--- src/hw/npa_consts.vh ---
// constants and cadences for the network panel annunciator
// ****************************************************************************
// ****************************************************************************
`ifndef NPA_CONSTS_VH
`define NPA_CONSTS_VH
`define NPA_CLK_MHZ 250
`define NPA_FLASH_MS 500
`define NPA_ALARM_BEEP_MS 250
`define NPA_FAST_BEEP_MS 60
`define NPA_FAST_BEEPS 4
`define NPA_PAUSE_MS 480
`define NPA_SLOW_ON_MS 1000
`define NPA_SLOW_OFF_MS 2000
`define NPA_LONG_BEEP_MS 500
`define NPA_SHORT_BEEP_MS 50
`define NPA_REPLY_MS 5000
`define NPA_MS_CYC (`NPA_CLK_MHZ * 1000)
// tone codes
`define NPA_TONE_OFF 3'h0
`define NPA_TONE_FAULT 3'h1
`define NPA_TONE_ERROR 3'h2
`define NPA_TONE_ACCEPT 3'h3
`define NPA_TONE_ALARM 3'h4
`define NPA_TONE_TEST 3'h5
`define NPA_TONE_PANEL 3'h6
// command status codes
`define NPA_CMD_IDLE 3'h0
`define NPA_CMD_SENT 3'h1
`define NPA_CMD_NOT_SENT 3'h2
`define NPA_CMD_ACCEPTED 3'h3
`define NPA_CMD_NOT_ACCEPTED 3'h4
`define NPA_CMD_NOT_ACKD 3'h5
`endif

--- src/hw/npa_sync.v ---
// three-stage input synchroniser with agreement filter
`timescale 1ns/100ps
module npa_sync #(
	parameter W = 1
) (
	// clock and reset
	input wire clock,
	input wire rst_n,
	// pins
	input wire [W-1:0] pin_in,
	// synchronised level
	output reg [W-1:0] level_out
);
	reg [W-1:0] s1_r;
	reg [W-1:0] s2_r;
	reg [W-1:0] s3_r;

	// s1 only feeds s2; level changes when s2 and s3 agree
	always @(posedge clock or negedge rst_n) begin
		if (!rst_n) begin
			s1_r <= {W{1'b0}};
			s2_r <= {W{1'b0}};
			s3_r <= {W{1'b0}};
			level_out <= {W{1'b0}};
		end else begin
			s1_r <= pin_in;
			s2_r <= s1_r;
			s3_r <= s2_r;
			level_out <= (s2_r & s3_r) | (level_out & (s2_r | s3_r));
		end
	end
endmodule

--- src/hw/npa_annunciator.v ---
// annunciator lamps, buzzer, command status and exception display
`timescale 1ns/100ps
`include "npa_consts.vh"
module npa_annunciator #(
	parameter integer FLASH_CYC = `NPA_FLASH_MS * `NPA_MS_CYC,
	parameter integer ALARM_BEEP_CYC = `NPA_ALARM_BEEP_MS * `NPA_MS_CYC,
	parameter integer FAST_BEEP_CYC = `NPA_FAST_BEEP_MS * `NPA_MS_CYC,
	parameter integer PAUSE_CYC = `NPA_PAUSE_MS * `NPA_MS_CYC,
	parameter integer SLOW_ON_CYC = `NPA_SLOW_ON_MS * `NPA_MS_CYC,
	parameter integer SLOW_OFF_CYC = `NPA_SLOW_OFF_MS * `NPA_MS_CYC,
	parameter integer LONG_BEEP_CYC = `NPA_LONG_BEEP_MS * `NPA_MS_CYC,
	parameter integer SHORT_BEEP_CYC = `NPA_SHORT_BEEP_MS * `NPA_MS_CYC,
	parameter integer REPLY_CYC = `NPA_REPLY_MS * `NPA_MS_CYC,
	parameter integer NPRIO = 4,
	parameter integer MSGW = 128
) (
	// clock and reset
	input wire clock,
	input wire rst_n,
	// alarm list and local zone state
	input wire list_nonempty,
	input wire list_unacked,
	input wire list_new_alarm,
	input wire local_unacked_alarm,
	input wire local_zone_alarm,
	input wire local_unisolated_alarm,
	input wire local_new_brigade_alarm,
	input wire alarm_total_nz,
	// faults and isolates
	input wire fault_total_nz,
	input wire local_zone_fault,
	input wire local_fault_event,
	input wire system_fault_event,
	input wire remote_listed_fault_event,
	input wire local_unisolated_fault,
	input wire remote_permitted_fault,
	input wire isolate_total_nz,
	input wire local_point_isolated,
	input wire remote_point_isolated,
	input wire local_test_failed,
	input wire panel_fault,
	input wire remote_standby,
	// configuration
	input wire cfg_show_net_totals,
	input wire cfg_combined_brigade_alarm,
	input wire cfg_silence_on_reset,
	input wire cfg_silence_on_list_cmd,
	input wire cfg_silence_on_any_cmd,
	input wire [NPRIO-1:0] cfg_prio_enable,
	// key pin and list facility are asynchronous, beep requests are pulses
	input wire key_pin,
	input wire key_error,
	input wire key_accept,
	input wire alarm_list_facility,
	// network events, one-cycle pulses
	input wire net_fault_reset_rx,
	input wire net_list_cmd_rx,
	input wire net_any_cmd_rx,
	input wire cmd_issue,
	input wire cmd_queue_ok,
	input wire reply_accepted,
	input wire reply_rejected,
	input wire exc_valid,
	input wire [$clog2(NPRIO)-1:0] exc_prio,
	input wire [7:0] exc_panel_identifier,
	input wire [MSGW-1:0] exc_msg,
	// indicators
	output reg alarm_lamp,
	output reg fault_lamp,
	output reg isolated_lamp,
	output reg system_fault_lamp,
	output reg fault_relay,
	output reg buzzer,
	output reg [2:0] tone,
	// displays
	output reg [2:0] cmd_status,
	output reg exc_showing,
	output reg [7:0] exc_panel_out,
	output reg [MSGW-1:0] exc_msg_out,
	output reg key_seen
);
	// ************************************************************************
	// keypad synchronisation
	// ************************************************************************
	wire key_lvl;
	reg key_lvl_r;
	wire key_press;

	npa_sync #(.W(1)) u_key_sync (
		.clock(clock),
		.rst_n(rst_n),
		.pin_in(key_pin),
		.level_out(key_lvl)
	);

	assign key_press = key_lvl & ~key_lvl_r;

	always @(posedge clock or negedge rst_n) begin
		if (!rst_n) begin
			key_lvl_r <= 1'b0;
			key_seen <= 1'b0;
		end else begin
			key_lvl_r <= key_lvl;
			key_seen <= key_press;
		end
	end

	// ************************************************************************
	// common flash cadence
	// ************************************************************************
	reg [31:0] flash_cnt_r;
	reg flash_ph_r;

	// one shared phase so the alarm and isolated lamps blink in step
	always @(posedge clock or negedge rst_n) begin
		if (!rst_n) begin
			flash_cnt_r <= 32'h0;
			flash_ph_r <= 1'b0;
		end else if (flash_cnt_r >= FLASH_CYC - 1) begin
			flash_cnt_r <= 32'h0;
			flash_ph_r <= ~flash_ph_r;
		end else begin
			flash_cnt_r <= flash_cnt_r + 32'h1;
		end
	end

	// ************************************************************************
	// lamps
	// ************************************************************************
	wire alarm_flash = list_unacked | local_unacked_alarm;
	wire alarm_steady = (list_nonempty & ~list_unacked) | alarm_total_nz
		| local_zone_alarm;
	wire iso_flash = local_point_isolated
		| (remote_point_isolated & cfg_combined_brigade_alarm);
	wire sys_fault = system_fault_event | remote_standby;

	// flashing takes precedence over steady for both lamps
	always @(posedge clock or negedge rst_n) begin
		if (!rst_n) begin
			alarm_lamp <= 1'b0;
			fault_lamp <= 1'b0;
			isolated_lamp <= 1'b0;
			system_fault_lamp <= 1'b0;
			fault_relay <= 1'b0;
		end else begin
			alarm_lamp <= alarm_flash ? flash_ph_r : alarm_steady;
			fault_lamp <= fault_total_nz | local_zone_fault;
			isolated_lamp <= iso_flash ? flash_ph_r : isolate_total_nz;
			system_fault_lamp <= sys_fault;
			fault_relay <= sys_fault | fault_total_nz | local_zone_fault;
		end
	end

	// ************************************************************************
	// buzzer requests
	// ************************************************************************
	reg fault_req_r;
	reg alarm_req_r;
	reg test_req_r;
	reg panel_req_r;
	reg panel_fault_r;
	wire silence = key_press
		| (cfg_silence_on_reset & net_fault_reset_rx)
		| (cfg_silence_on_list_cmd & net_list_cmd_rx)
		| (cfg_silence_on_any_cmd & (net_any_cmd_rx | net_list_cmd_rx
		| net_fault_reset_rx));
	wire fault_set = local_fault_event | sys_fault
		| (remote_listed_fault_event & cfg_show_net_totals);
	wire alarm_set = list_new_alarm | local_new_brigade_alarm;
	wire fault_gone = ~local_unisolated_fault & ~remote_permitted_fault & ~sys_fault;

	// new events win over a silence in the same cycle
	always @(posedge clock or negedge rst_n) begin
		if (!rst_n) begin
			fault_req_r <= 1'b0;
			alarm_req_r <= 1'b0;
			test_req_r <= 1'b0;
			panel_req_r <= 1'b0;
			panel_fault_r <= 1'b0;
		end else begin
			if (fault_set)
				fault_req_r <= 1'b1;
			else if (silence | fault_gone)
				fault_req_r <= 1'b0;
			if (alarm_set)
				alarm_req_r <= 1'b1;
			else if (silence | (~list_nonempty & ~local_unisolated_alarm))
				alarm_req_r <= 1'b0;
			if (local_test_failed)
				test_req_r <= 1'b1;
			else if (silence)
				test_req_r <= 1'b0;
			// a key holds the slow tone off until the panel fault rises afresh
			panel_fault_r <= panel_fault;
			if (panel_fault & ~panel_fault_r)
				panel_req_r <= 1'b1;
			else if (silence | ~panel_fault)
				panel_req_r <= 1'b0;
		end
	end

	// ************************************************************************
	// one-shot beeps and tone selection
	// ************************************************************************
	reg [31:0] beep_cnt_r;
	reg [2:0] shot_r;
	reg [2:0] tone_nxt;

	// error and accept beeps run a fixed length, a key cancels nothing here
	always @(posedge clock or negedge rst_n) begin
		if (!rst_n) begin
			beep_cnt_r <= 32'h0;
			shot_r <= `NPA_TONE_OFF;
		end else if (key_error) begin
			beep_cnt_r <= LONG_BEEP_CYC;
			shot_r <= `NPA_TONE_ERROR;
		end else if (key_accept) begin
			beep_cnt_r <= SHORT_BEEP_CYC;
			shot_r <= `NPA_TONE_ACCEPT;
		end else if (beep_cnt_r != 32'h0) begin
			beep_cnt_r <= beep_cnt_r - 32'h1;
		end else begin
			shot_r <= `NPA_TONE_OFF;
		end
	end

	// fixed priority among active requests
	always @* begin
		if (fault_req_r)
			tone_nxt = `NPA_TONE_FAULT;
		else if (shot_r != `NPA_TONE_OFF)
			tone_nxt = shot_r;
		else if (alarm_req_r)
			tone_nxt = `NPA_TONE_ALARM;
		else if (test_req_r)
			tone_nxt = `NPA_TONE_TEST;
		else if (panel_req_r)
			tone_nxt = `NPA_TONE_PANEL;
		else
			tone_nxt = `NPA_TONE_OFF;
	end

	// ************************************************************************
	// cadence generator
	// ************************************************************************
	reg [31:0] cad_cnt_r;
	reg [3:0] cad_step_r;
	reg [2:0] tone_r;

	// restart cadence whenever the selected tone changes
	always @(posedge clock or negedge rst_n) begin
		if (!rst_n) begin
			cad_cnt_r <= 32'h0;
			cad_step_r <= 4'h0;
			tone_r <= `NPA_TONE_OFF;
			tone <= `NPA_TONE_OFF;
			buzzer <= 1'b0;
		end else begin
			tone_r <= tone_nxt;
			tone <= tone_nxt;
			if (tone_nxt != tone_r) begin
				cad_cnt_r <= 32'h0;
				cad_step_r <= 4'h0;
				buzzer <= 1'b0;
			end else begin
				case (tone_r)
				`NPA_TONE_FAULT, `NPA_TONE_ERROR, `NPA_TONE_ACCEPT: begin
					buzzer <= 1'b1;
				end
				`NPA_TONE_ALARM: begin
					// 250 ms on, 250 ms off gives two beeps per second
					buzzer <= ~cad_step_r[0];
					if (cad_cnt_r >= ALARM_BEEP_CYC - 1) begin
						cad_cnt_r <= 32'h0;
						cad_step_r <= {3'h0, ~cad_step_r[0]};
					end else begin
						cad_cnt_r <= cad_cnt_r + 32'h1;
					end
				end
				`NPA_TONE_TEST: begin
					// steps 0..7 are four on/off pairs, step 8 is the pause
					buzzer <= (cad_step_r < 2 * `NPA_FAST_BEEPS) & ~cad_step_r[0];
					if (cad_cnt_r >= ((cad_step_r == 2 * `NPA_FAST_BEEPS) ?
						PAUSE_CYC : FAST_BEEP_CYC) - 1) begin
						cad_cnt_r <= 32'h0;
						cad_step_r <= (cad_step_r == 2 * `NPA_FAST_BEEPS) ? 4'h0 :
							cad_step_r + 4'h1;
					end else begin
						cad_cnt_r <= cad_cnt_r + 32'h1;
					end
				end
				`NPA_TONE_PANEL: begin
					buzzer <= ~cad_step_r[0];
					if (cad_cnt_r >= (cad_step_r[0] ? SLOW_OFF_CYC : SLOW_ON_CYC) - 1) begin
						cad_cnt_r <= 32'h0;
						cad_step_r <= {3'h0, ~cad_step_r[0]};
					end else begin
						cad_cnt_r <= cad_cnt_r + 32'h1;
					end
				end
				default: begin
					buzzer <= 1'b0;
				end
				endcase
			end
		end
	end

	// ************************************************************************
	// network command status
	// ************************************************************************
	reg [31:0] reply_cnt_r;

	// an issue while sent is ignored, so a reply or timeout in that cycle still lands
	always @(posedge clock or negedge rst_n) begin
		if (!rst_n) begin
			cmd_status <= `NPA_CMD_IDLE;
			reply_cnt_r <= 32'h0;
		end else if (cmd_issue & (cmd_status != `NPA_CMD_SENT)) begin
			if (cmd_queue_ok) begin
				cmd_status <= `NPA_CMD_SENT;
				reply_cnt_r <= 32'h0;
			end else begin
				cmd_status <= `NPA_CMD_NOT_SENT;
			end
		end else if (cmd_status == `NPA_CMD_SENT) begin
			if (reply_accepted)
				cmd_status <= `NPA_CMD_ACCEPTED;
			else if (reply_rejected)
				cmd_status <= `NPA_CMD_NOT_ACCEPTED;
			else if (reply_cnt_r >= REPLY_CYC - 1)
				cmd_status <= `NPA_CMD_NOT_ACKD;
			else
				reply_cnt_r <= reply_cnt_r + 32'h1;
		end
	end

	// ************************************************************************
	// exception display
	// ************************************************************************
	wire list_lvl;
	wire exc_ok = exc_valid & cfg_prio_enable[exc_prio];

	npa_sync #(.W(1)) u_list_sync (
		.clock(clock),
		.rst_n(rst_n),
		.pin_in(alarm_list_facility),
		.level_out(list_lvl)
	);

	// the host display resumes when exc_showing falls; searches are untouched
	always @(posedge clock or negedge rst_n) begin
		if (!rst_n) begin
			exc_showing <= 1'b0;
			exc_panel_out <= 8'h00;
			exc_msg_out <= {MSGW{1'b0}};
		end else if (exc_showing) begin
			if (list_lvl | key_press)
				exc_showing <= 1'b0;
		end else if (exc_ok & ~list_lvl) begin
			// new arrivals while showing are ignored above
			exc_showing <= 1'b1;
			exc_panel_out <= exc_panel_identifier;
			exc_msg_out <= exc_msg;
		end
	end
endmodule

--- config.mk ---
export PLATFORM = sky130hd
export DESIGN_NAME = npa_annunciator
export DESIGN_NICKNAME = d
export VERILOG_FILES = /design/src/hw/npa_sync.v /design/src/hw/npa_annunciator.v
export VERILOG_INCLUDE_DIRS = /design/src /design/src/hw
export SDC_FILE = /design/constraint.sdc
export NUM_CORES = 1
export LEC_CHECK = 0
export ABC_CLOCK_PERIOD_IN_PS = 4100
export BUFFER_PORTS_ARGS = -buffer_cell sky130_fd_sc_hd__buf_2
export CAP_MARGIN = 40
export CORE_MARGIN = 4
export CORE_UTILIZATION = 54
export CTS_CLUSTER_DIAMETER = 150
export DETAILED_ROUTE_END_ITERATION = 7
export PLACE_DENSITY = 0.88
export SLEW_MARGIN = 20
export SYNTH_ARGS = -nofsm -noshare
export SYNTH_HDL_FRONTEND = slang
export SYNTH_HIERARCHICAL = 1
export SYNTH_SLANG_ARGS = --single-unit
export TNS_END_PERCENT = 5
--- constraint.sdc ---
create_clock -name clock -period 4.1 [get_ports clock]
set_input_delay 0.41 -clock clock [delete_from_list [all_inputs] [get_ports clock]]
set_output_delay 0.41 -clock clock [all_outputs]
set_load 0.005 [all_outputs]
== Yosys cells after proc, flatten, opt, wreduce, memory -nomap -nowiden ==
Cells that the tools add are included.
Storage, ports and cells
  input bits: 182
  word-level logic and storage cells: 191
  output and inout bits: 150
  register bits after elaboration: 300
Cells by class
  bitwise operators: 56
  $lt $le $gt $ge: 7
  muxes and demuxes: 54
  reductions and logical operators: 16
  add/subtract/negate cells: 7
  equal/unequal tests: 18
Operators by type and width (number)
  32-bit two-way mux: 14
  32-bit by 1-bit adder with 32-bit output (second input constant): 3
  32-bit case mux with 3 select lines: 1
  32-bit >= comparator: 2
  3-bit two-way mux: 13
  32-bit by 26-bit >= comparator with 1-bit output (second input constant): 1
  32-bit by 27-bit >= comparator with 1-bit output (second input constant): 1
  32-bit by 31-bit >= comparator with 1-bit output (second input constant): 1
  32-bit nonzero test: 1
  32-bit by 1-bit subtractor with 32-bit output (second input constant): 1
  29-bit by 1-bit subtractor with 30-bit output (second input constant): 1
  29-bit two-way mux: 1
  27-bit by 1-bit subtractor with 28-bit output (second input constant): 1
  27-bit two-way mux: 1
  1-bit OR: 24
  4-bit two-way mux: 5
  1-bit bitwise AND: 19
  1-bit two-way mux: 15
  1-bit NOT: 13
  3-bit inequality test (second input constant): 4
  4-bit case mux with 3 select lines: 1
  2-bit nonzero test: 5
  3-bit equality test (second input constant): 3
  4-bit nonzero test: 2
  other kinds (19): 25

== Longest topological paths before layout ==
Gate-level depths: netlist of the first run.
  depth after elaboration: 8
  depth in mapped cells: 13
  depth with buffers taken out: 11

== By module ==
The synthesis of the first run kept the hierarchy.
By module, submodules not included
  npa_annunciator: times used 1, cells each 1251, area an instance 13653.1 µm², sequential area each 7282.0 µm²
  npa_sync: times used 2, cells each 5, area an instance 111.4 µm², sequential area each 100.1 µm²

== Worst setup path after synthesis of the first run ==
OpenSTA, ideal clock, no wires.
  path type: register to register
  from: reg cad_step_r[0]
  to: reg cad_cnt_r[27]
  cell stages (with the launch flop): 14
  setup slack: 0.951 ns
  arrival time: 3.062 ns
  library setup time: 0.087 ns
  required time: 4.013 ns
  path buffers: 2
  clock period less this slack: 3.149 ns
  path through: dfrtp_1 > inv_1 > nand4_1 > inv_1 > ha_1 > a21o_1 > a21o_1 > a211oi_1 > nor4_1 > o22ai_1 > clkbuf_1 > clkbuf_1 > o211ai_1 > o211ai_1
On the way
  cells in the longest elaborated chain, start to end: 7
  elaborated cells on any way between the ends: 11
  those cells by class: add/sub: 2; order compare: 2; eq/ne: 1; mux: 6
RTL lines
  from (decl): line npa_annunciator.v:247  | reg [3:0] cad_step_r;
  from (signal assigned): line npa_annunciator.v:275  | cad_step_r <= {3'h0, ~cad_step_r[0]};
  from (signal assigned): line npa_annunciator.v:286  | cad_step_r <= (cad_step_r == 2 * `NPA_FAST_BEEPS) ? 4'h0 :
  from (signal assigned): line npa_annunciator.v:296  | cad_step_r <= {3'h0, ~cad_step_r[0]};
  4-bit equality test (no line)
  27-bit two-way mux: line npa_annunciator.v:283  | if (cad_cnt_r >= ((cad_step_r == 2 * `NPA_FAST_BEEPS) ?
  27-bit by 1-bit subtractor with 28-bit output: line npa_annunciator.v:283
  32-bit >= comparator: line npa_annunciator.v:283
  32-bit two-way mux: line npa_annunciator.v:283
  32-bit case mux with 3 select lines *: line npa_annunciator.v:266  | case (tone_r)
  32-bit two-way mux *: line npa_annunciator.v:261  | if (tone_nxt != tone_r) begin
  to (signal assigned): line npa_annunciator.v:277  | cad_cnt_r <= cad_cnt_r + 32'h1;
  to (signal assigned): line npa_annunciator.v:289  | cad_cnt_r <= cad_cnt_r + 32'h1;
  to (signal assigned): line npa_annunciator.v:298  | cad_cnt_r <= cad_cnt_r + 32'h1;
  to (decl): line npa_annunciator.v:246  | reg [31:0] cad_cnt_r;
Every way passes the cells marked *; elsewhere a longest branch is shown, timed or not.
A chain may end at the register's enable or synchronous reset.

== Worst setup path after layout of the first run ==
  from: reg cad_step_r[0]
  to: reg cad_cnt_r[15]
The elaborated chain is that of the path after synthesis.

==> results of run 1 <==
## worst min path at each step
| stage | start | endpoint | slack (ns) |
|---|---|---|---|
| final | local_test_failed | test_req_r | 0.06 |
| after global routing | local_test_failed | test_req_r | 0.06 |
| after CTS | local_test_failed | test_req_r | 0.05 |
| after detailed placement | u_list_sync/s1_r | u_list_sync/s2_r | 0.34 |
| after global placement | u_key_sync/s1_r | u_key_sync/s2_r | 0.34 |
| after floorplan | rst_n | alarm_lamp | 0.11 |
## synth_stat cells (23+ instances only)
cell	number	share of area [%]
a21oi_1	38	1.4
clkbuf_1	48	1.3
dfrtp_1	299	54
ha_1	31	2.8
inv_1	23	0.62
mux2_2	137	11
nand2_1	124	3.4
nand3_1	51	1.8
nor2_1	122	3.3
nor3_1	30	1.1
o21ai_0	32	1.2
xnor2_1	33	2.1
xor2_1	41	2.6
## stage by stage
stage / area, µm² / instances / hold WS (ns) / worst slack [ns]
floorplan: 13900 / 1265 / 0.114 / 0.951
global placement: 15900 / 1888 / 0.335 / 0.691
detailed placement: 15900 / 1889 / 0.336 / 0.574
CTS: 17100 / 1953 / 0.0506 / 0.534
global route: 17100 / 1954 / 0.0554 / 0.296
finish: 17100 / 1954 / 0.0626 / 0.457
## registers in the layout, summed over array words and instances (netlist names), 2 cells and up
| name | count |
|---|---|
| reply_cnt_r | 32 |
| shot_r | 2 |
| beep_cnt_r | 32 |
| flash_cnt_r | 32 |
| tone_r | 3 |
| exc_msg_out | 128 |
| cmd_status | 3 |
| exc_panel_out | 8 |
| cad_cnt_r | 32 |
| cad_step_r | 4 |
## worst max-delay path: cells and delay by family, from the launching register on
family | cells | cell delay, ns
and+or+nand+nor | 5 | 1.08
AOI/OAI and AO/OA | 3 | 0.82
buffers and inverters | 3 | 0.72
DFF | 1 | 0.57
adders and majority gates | 1 | 0.33
## cell type report
type / instances / area share [%]
diodes: 1 / 0.0146
clock buffers: 49 / 5.77
clock inverters: 11 / 0.921
inverters: 23 / 0.504
multi-input cells: 890 / 35.8
flip-flops and latches: 299 / 43.7
well taps: 330 / 2.41
repair buffers: 351 / 10.8
## power groups by stage
stage / clock (mW) / sequential (mW) / combinational (mW)
after detailed placement: 0 / 3.83 / 1.55
after global placement: 0 / 3.79 / 1.49
after global routing: 3.26 / 3.87 / 1.68
after CTS: 3.13 / 3.80 / 1.57
final: 3.07 / 3.80 / 1.54
after floorplan: 0 / 3.83 / 0.619
## logic make-up (layout without fill, tap and decap cells)
| logic type | after synthesis | after routing |
|---|---|---|
| AO/OA/AOI/OAI | 162 | 162 |
| XOR/XNOR | 74 | 74 |
| adder cells (fa/ha/maj) | 33 | 33 |
| buffers and inverters | 76 | 434 |
| flip-flops | 299 | 299 |
| multiplexers | 141 | 141 |
| other | 1 | 6 |
| AND/OR/NAND/NOR | 475 | 475 |
## metal layers
metal / part of all wire (%) / vias to the layer above / global-route usage, %
met5: 0.093 / - / 0
met4: 3.5 / 6 / 9.17
met3: 7.5 / 100 / 6.72
met2: 51 / 400 / 43.5
met1: 38 / 5436 / 30.5
li1: - / 5145 / -
## timing repair
| action | 4_1_cts | 5_1_grt |
|---|---|---|
| endpoints found under the hold margin | 32 | 0 |
| hold buffers | 4 | 0 |
| buffers inserted | 0 | 0 |
==> flow_summary.ini, run 1 <==
[critical_path]
cp.arrival_ns = 4.04
startpoint_type = register
crit_required_ns = 4.50
crit_path_top_delay_cell = dfrtp_1
crit_type = reg2reg
worstReg2RegEnd = cad_cnt_r[15]
reg2reg_slack_ns = 0.46
cp-end-kind = register
cp_max_fo = 10
reg2reg_depth = 12
rr_startpoint = cad_step_r[0]
max_stage_delay_ns = 0.57
cp_cell_sequence = inv_1 -> nand4_1 -> inv_1 -> ha_1 -> nand3_1 -> nor4_1 -> a211oi_1 -> nor4_1 -> o22ai_2 -> o31ai_1 -> buf_4 -> nor2_1
crit_start = cad_step_r[0]
critPathCapture = cad_cnt_r[15]

[yosys]
synth_cells = 1261
synth_area_um2 = 13900
synth_simple_gate_area_share_pct = 16.8
synth_adder_area_share_pct = 2.96
yosys.area_share.xor_xnor_pct = 4.67
synth_top_family_by_area = simple AND/OR/NAND/NOR gates
ys_ff_latch = 299
synth_compound_area_share_pct = 7.97
ys.flop_type = dfrtp_1
synth_edf_count = 0
synth_warnings = 6
synthMuxAreaShare_pct = 11.5
synthArstFlopShare_pct = 100
synth_cell_types = 60
seq_area_frac_synth_pct = 53.9
syn-mean-instance-area_um2 = 11.0

[sta]
rsz0062_at_grt = no
hold_viol = 0
min_period_ns = 3.64
min_period_over_period_pct = 88.8
timing.slew.headroom_pct = 40.4
slew_viol_final = 0
setup_tns_ns = 0
max_freq_mhz = 275
skew_ns = 0.0200
tightestPinTransition_ns = 0.886
setup_viol = 0

[pwr]
total_power_mw = 8.41
p_sw_mw = 2.27
power_frac_comb_pct = 18.3
seq_power_share_pct = 45.2
vdd_ir_drop_max_v = 0.000543
p_sw_share_pct = 27.0
p_int_mw = 6.14
clkPwrFrac_pct = 36.5
powerDensity_nw_per_um2 = 491
p_leak_nw = 8.04

[drt]
drt-total-wl_mm = 36.7
wl_per_cell_um = 18.8
via_count = 11087
drtIter0Drc = 809
ant_nets = 0
dr.pass1.iters = 5
viasPerCell = 5.67
drc_errors = 0

[layout]
mostFrequentLayoutCells = 330 x buf_2, 299 x dfrtp_1, 137 x mux2_2
final_common_cell = buf_2
nets = 1812
syn_to_final_growth_pct = 23.4
final_util_pct = 67.8
regArea_um2 = 7480
filler_cell_count = 1834
final_layout_size_suffix_gt1_share_pct = 34.4
multi_input_area_um2 = 6140

[global_routing]
grt_pass1_wl_mm = 58.5
antenna_found_initial = 4
grt_util_all_layers_pct = 25.2
grt_overflow = 0
grt_max_degree = 110
grt_pass1_vias = 11561

[place]
portBuffers = 331
place_congestion = 0.902
detailedPlacementHpwl_mm = 26.2

[floorplanning]
core-area_um2 = 25300
num_rows = 58
initial_utilization_pct = 54.9
die_h_um = 168
pin_count = 332
die_area_um2 = 28300
die_w_um = 168

[flow_run]
maxCapViolations = 0

[clock_network]
cts.sinks = 299
root_buffer = clkbuf_16
cts_tree = built
clk_pin_slew_ns = 0.06
clk_path_buf_depth = 3
insertion_delay_ns = 0.53
cts_buffers = 34
h-tree-depth = 2
cts_resized = 0

[min_path]
hp-class = in2reg
hold_depth = 2

[status]
status = finished clean
(Power assumes the default switching activity.)
==> inputs of run 2 (changes only) <==
Settings changed: MAX_ROUTING_LAYER set to met4.
==> flow_summary.ini, run 2 (synthesized netlist as in run 1, its figures left out) <==
[status]
status = finished clean

[critical_path]
crit_type = reg2reg
crit_family = simple AND/OR/NAND/NOR gates
cp_max_fo = 10
reg2reg_slack_ns = 0.52
cp-end-kind = register
rr_startpoint = cad_step_r[0]
max_stage_delay_ns = 0.58
cp.arrival_ns = 4.05
startpoint_type = register
worstReg2RegEnd = cad_cnt_r[15]
path_buf_inv = 3
cp_cell_sequence = inv_1 -> nand4_1 -> inv_1 -> ha_1 -> nand3_1 -> nor4_1 -> a211oi_1 -> nor4_1 -> o22ai_2 -> o31ai_1 -> buf_4 -> nor2_1
crit_path_top_delay_cell = dfrtp_1
crit_required_ns = 4.57
reg2reg_depth = 12

[global_routing]
grt_max_degree = 139
antenna_found_initial = 8
grt_util_all_layers_pct = 26.3
grt_overflow = 0
grt_pass1_wl_mm = 59.3
grt_pass1_vias = 11573

[clock_network]
cts_resized = 0
h-tree-depth = 1
clk_pin_slew_ns = 0.07
insertion_delay_ns = 0.57
clk_path_buf_depth = 3
postCtsSetupRepairBufs = 0
cts.sinks = 299
root_buffer = clkbuf_16
cts_tree = built
cts_buffers = 31

[sta]
rsz0062_at_grt = no
min_period_over_period_pct = 87.3
setup_viol = 0
skew_ns = 0.0116
setup_tns_ns = 0
max_freq_mhz = 279
slew_viol_final = 0
setup_ws_ns = 0.519
hold_viol = 0
min_period_ns = 3.58
timing.slew.headroom_pct = 41.2
tightestPinTransition_ns = 0.873

[layout]
layout.cells.non_filler = 1959
largest_reg_flops = 128
final_layout_size_suffix_gt1_share_pct = 34.4
design_area_um2 = 17100
multi_input_area_um2 = 6140
regArea_um2 = 7480
final_common_cell = buf_2
top_register = exc_msg_out
syn_to_final_growth_pct = 23.4
filler_cell_count = 1849
mostFrequentLayoutCells = 330 x buf_2, 299 x dfrtp_1, 137 x mux2_2
nets = 1809

[floorplanning]
die_h_um = 168
initial_utilization_pct = 54.9
pin_count = 332
die_area_um2 = 28300
die_w_um = 168
core-area_um2 = 25300
num_rows = 58

[pwr]
p_sw_share_pct = 26.6
p_int_mw = 6.12
vdd_ir_drop_max_v = 0.000483
power_frac_comb_pct = 18.5
p_leak_nw = 8.03
p_sw_mw = 2.22
clkPwrFrac_pct = 36.0
seq_power_share_pct = 45.5
powerDensity_nw_per_um2 = 487

[drt]
drt-total-wl_mm = 36.9
viasPerCell = 5.64
via_count = 11040
drtIter0Drc = 781
drc_errors = 0
wl_per_cell_um = 18.9
ant_nets = 0
dr.pass1.iters = 5

[place]
dp_slack_ns = 0.580
dp.cells = 1888
detailedPlacementHpwl_mm = 26.6
portBuffers = 331
dpl_cell_area_um2 = 15900
place_congestion = 0.926

[min_path]
hold_end = test_req_r
hp-class = in2reg
hold_depth = 2
hp-start = local_test_failed

[flow_run]
maxCapViolations = 0
==> run 2: changes by cell type in the layout (fill, tap and decap cells not counted), moves of 2 or more <==
cell	delta
diode_2	+7
bufinv_16	+2
clkbuf_16	-3
buf_4	-2
==> run 2: routing by layer <==
layer / up-vias / part of all wire, % / wire (µm) / track usage (%)
li1: 5162 / - / - / -
met4: 0 / 3.3 / 1230 / 8.40
met2: 387 / 52 / 19100 / 44.8
met5: - / 0 / 0 / -
met1: 5398 / 39 / 14400 / 31.7
met3: 93 / 5.9 / 2200 / 5.19
==> run 2: final cells by class <==
type                            instances  area share (%)
Clock inverter                         12            1.05
Timing Repair Buffer                  351            11.0
Inverter                               23           0.504
Sequential cell                       299            43.7
Antenna cell                            8           0.117
Multi-Input combinational cell        890            35.8
Tap cell                              330            2.41
Clock buffer                           46            5.38
==> run 2: worst reg2reg max path, stage by stage (launching register included) <==
cell and delay [ns]:
dfrtp_1 0.58, inv_1 0.28, nand4_1 0.27, inv_1 0.17, ha_1 0.33, nand3_1 0.12, nor4_1 0.24, a211oi_1 0.13
nor4_1 0.39, o22ai_2 0.17, o31ai_1 0.51, buf_4 0.23, nor2_1 0.05
==> run 2: stage by stage <==
stage | power (mW) | hold WS, ns | util [%]
5_1_grt | 8.72 | 0.0116 | 67.8
4_1_cts | 8.41 | 0.00641 | 67.6
3_5_place_dp | 5.38 | 0.345 | 63.1
6_report | 8.34 | 0.0259 | 67.8
2_1_floorplan | 4.45 | 0.114 | -
3_3_place_gp | 5.28 | 0.335 | 63.1
==> run 2: power by group through the flow <==
stage,Combinational (mW),Sequential [mW],Clock [mW]
floorplan,0.619,3.83,0
global placement,1.49,3.79,0
detailed placement,1.55,3.83,0
CTS,1.57,3.79,3.06
global route,1.68,3.85,3.19
finish,1.54,3.79,3.01
==> run 2: worst max path at each step <==
stage	to	start	cells past startpoint	slack, ns
6_report	cad_cnt_r[15]	cad_step_r[0]	12	0.52
5_1_grt	cad_cnt_r[23]	cad_step_r[0]	12	0.24
4_1_cts	cad_cnt_r[15]	cad_step_r[0]	12	0.55
3_5_place_dp	cad_cnt_r[15]	cad_step_r[0]	12	0.58
3_3_place_gp	cad_step_r[0]	cad_step_r[0]	12	0.74
2_1_floorplan	cad_cnt_r[27]	cad_step_r[0]	13	0.95
==> run 2: what timing repair did <==
item / CTS / global route
setup endpoints to repair: 0 / 0
hold buffers: 3 / 1
endpoints found under the hold margin: 3 / 34
==> inputs of run 3 (changes only) <==
Settings changed: ABC_CLOCK_PERIOD_IN_PS 4100 to not set.
Clock period 4.1 ns to 3.49 ns, I/O delays scaled along.
==> flow_summary.ini, run 3 (synthesized netlist as in run 1, its figures left out) <==
[critical_path]
cp-end-kind = register
cp.arrival_ns = 3.60
startpoint_type = register
path_buf_inv = 2
reg2reg_slack_ns = 0.37
cp_max_fo = 12
crit_family = simple AND/OR/NAND/NOR gates
crit_path_top_delay_cell = or4_1
crit_type = reg2reg
cp_cell_sequence = inv_1 -> nand4_1 -> inv_1 -> ha_1 -> nand3_1 -> nor4_1 -> a211oi_1 -> nor4_1 -> o22ai_2 -> or4_1 -> a21oi_1
crit_required_ns = 3.96
max_stage_delay_ns = 0.54

[sta]
rsz0062_at_grt = no
setup_ws_ns = 0.366
min_period_over_period_pct = 89.5
tightestPinTransition_ns = 0.835
timing.hold.ws_ns = 0.0314
max_freq_mhz = 320
hold_viol = 0
min_period_ns = 3.12
timing.slew.headroom_pct = 44.4
setup_viol = 0
setup_tns_ns = 0
slew_viol_final = 0
skew_ns = 0.0270

[global_routing]
antenna_found_initial = 9
grt_pass1_wl_mm = 59.4
grt_max_degree = 107
grt_util_all_layers_pct = 26.2
grt_pass1_vias = 11702
grt_overflow = 0

[layout]
final_layout_size_suffix_gt1_share_pct = 34.5
multi_input_area_um2 = 6140
regArea_um2 = 7480
syn_to_final_growth_pct = 24.5
final_common_cell = buf_2
largest_reg_flops = 128
filler_cell_count = 1818
layout.cells.non_filler = 1987
nets = 1838
mostFrequentLayoutCells = 330 x buf_2, 299 x dfrtp_1, 137 x mux2_2
top_register = exc_msg_out

[drt]
wl_per_cell_um = 18.7
drc_errors = 0
drt-total-wl_mm = 37.1
drtIter0Drc = 733
dr.pass1.iters = 5
viasPerCell = 5.68
ant_nets = 0
via_count = 11293

[pwr]
seq_power_share_pct = 46.8
p_sw_mw = 2.54
p_int_mw = 7.00
power_frac_comb_pct = 19.1
powerDensity_nw_per_um2 = 552
p_leak_nw = 8.10
vdd_ir_drop_max_v = 0.000531
p_sw_share_pct = 26.7
clkPwrFrac_pct = 34.1

[flow_run]
maxCapViolations = 0

[clock_network]
cts_buffers = 31
clk_pin_slew_ns = 0.06
clk_path_buf_depth = 3
cts.sinks = 299
insertion_delay_ns = 0.55
root_buffer = clkbuf_16
h-tree-depth = 1
cts_tree = built

[floorplanning]
die_area_um2 = 28300
initial_utilization_pct = 54.9
pin_count = 332
die_h_um = 168
core-area_um2 = 25300
num_rows = 58
die_w_um = 168

[status]
status = finished clean

[place]
dp.cells = 1899
place_congestion = 0.902
portBuffers = 331
detailedPlacementHpwl_mm = 26.7
dp_slack_ns = 0.423

[min_path]
hp-class = in2reg
==> run 3: changes by cell type in the layout (fill, tap and decap cells not counted), sizes merged <==
cell and change:
diode +3, dlygate4sd3 +18, clkinv +2, buf +11
inv -1, clkbuf -4, clkinvlp +1, bufinv -2
==> run 3: worst paths after layout <==
| path | startpoint | endpoint | cells after the start |
|---|---|---|---|
| min in group asynchronous | rst_n | reply_cnt_r[29] | 2 |
| max in group asynchronous | rst_n | flash_cnt_r[28] | 3 |
| hold reg to reg | u_list_sync/s1_r | u_list_sync/s2_r | 0 |
| hold / removal | exc_panel_identifier[3] | exc_panel_out[3] | 2 |
| setup reg to reg | cad_step_r[2] | cad_step_r[0] | 11 |
| setup / recovery | cad_step_r[2] | cad_step_r[0] | 11 |
==> run 3: power groups by stage <==
stage / Combinational (mW) / Sequential (mW) / Clock [mW]
after CTS: 1.85 / 4.45 / 3.32
after global routing: 1.98 / 4.53 / 3.48
after floorplan: 0.727 / 4.50 / 0
after global placement: 1.75 / 4.46 / 0
after detailed placement: 1.81 / 4.50 / 0
final: 1.82 / 4.46 / 3.26
==> run 3: per-layer routing <==
| layer | track usage (%) | share of wire, % | vias up |
|---|---|---|---|
| li1 | - | - | 5219 |
| met2 | 43.0 | 50 | 420 |
| met4 | 8.68 | 3.0 | 0 |
| met3 | 5.96 | 7.2 | 94 |
| met5 | - | 0 | - |
| met1 | 32.4 | 39 | 5560 |
==> run 3: cell type report <==
| cell class | count | area share (%) |
|---|---|---|
| clock buffer | 42 | 5.13 |
| multi-input combinational | 890 | 35.5 |
| clock inverter | 12 | 0.702 |
| sequential | 299 | 43.3 |
| tap | 330 | 2.39 |
| timing repair buffer | 380 | 12.3 |
| inverter | 23 | 0.500 |
| antenna | 11 | 0.159 |
==> run 3: repair_timing <==
item,4_1_cts,5_1_grt
resized for setup,0,2
hold buffers,22,0
setup endpoints to repair,0,8
setup buffers,0,0
hold endpoints to repair,119,0
==> run 3: through the flow <==
step / power (mW) / cell area, µm² / utilization (%)
2_1_floorplan: 5.23 / 13900 / -
3_3_place_gp: 6.20 / 16000 / 63.4
3_5_place_dp: 6.32 / 16000 / 63.4
4_1_cts: 9.62 / 17200 / 68.2
5_1_grt: 10.0 / 17300 / 68.4
6_report: 9.54 / 17300 / 68.4
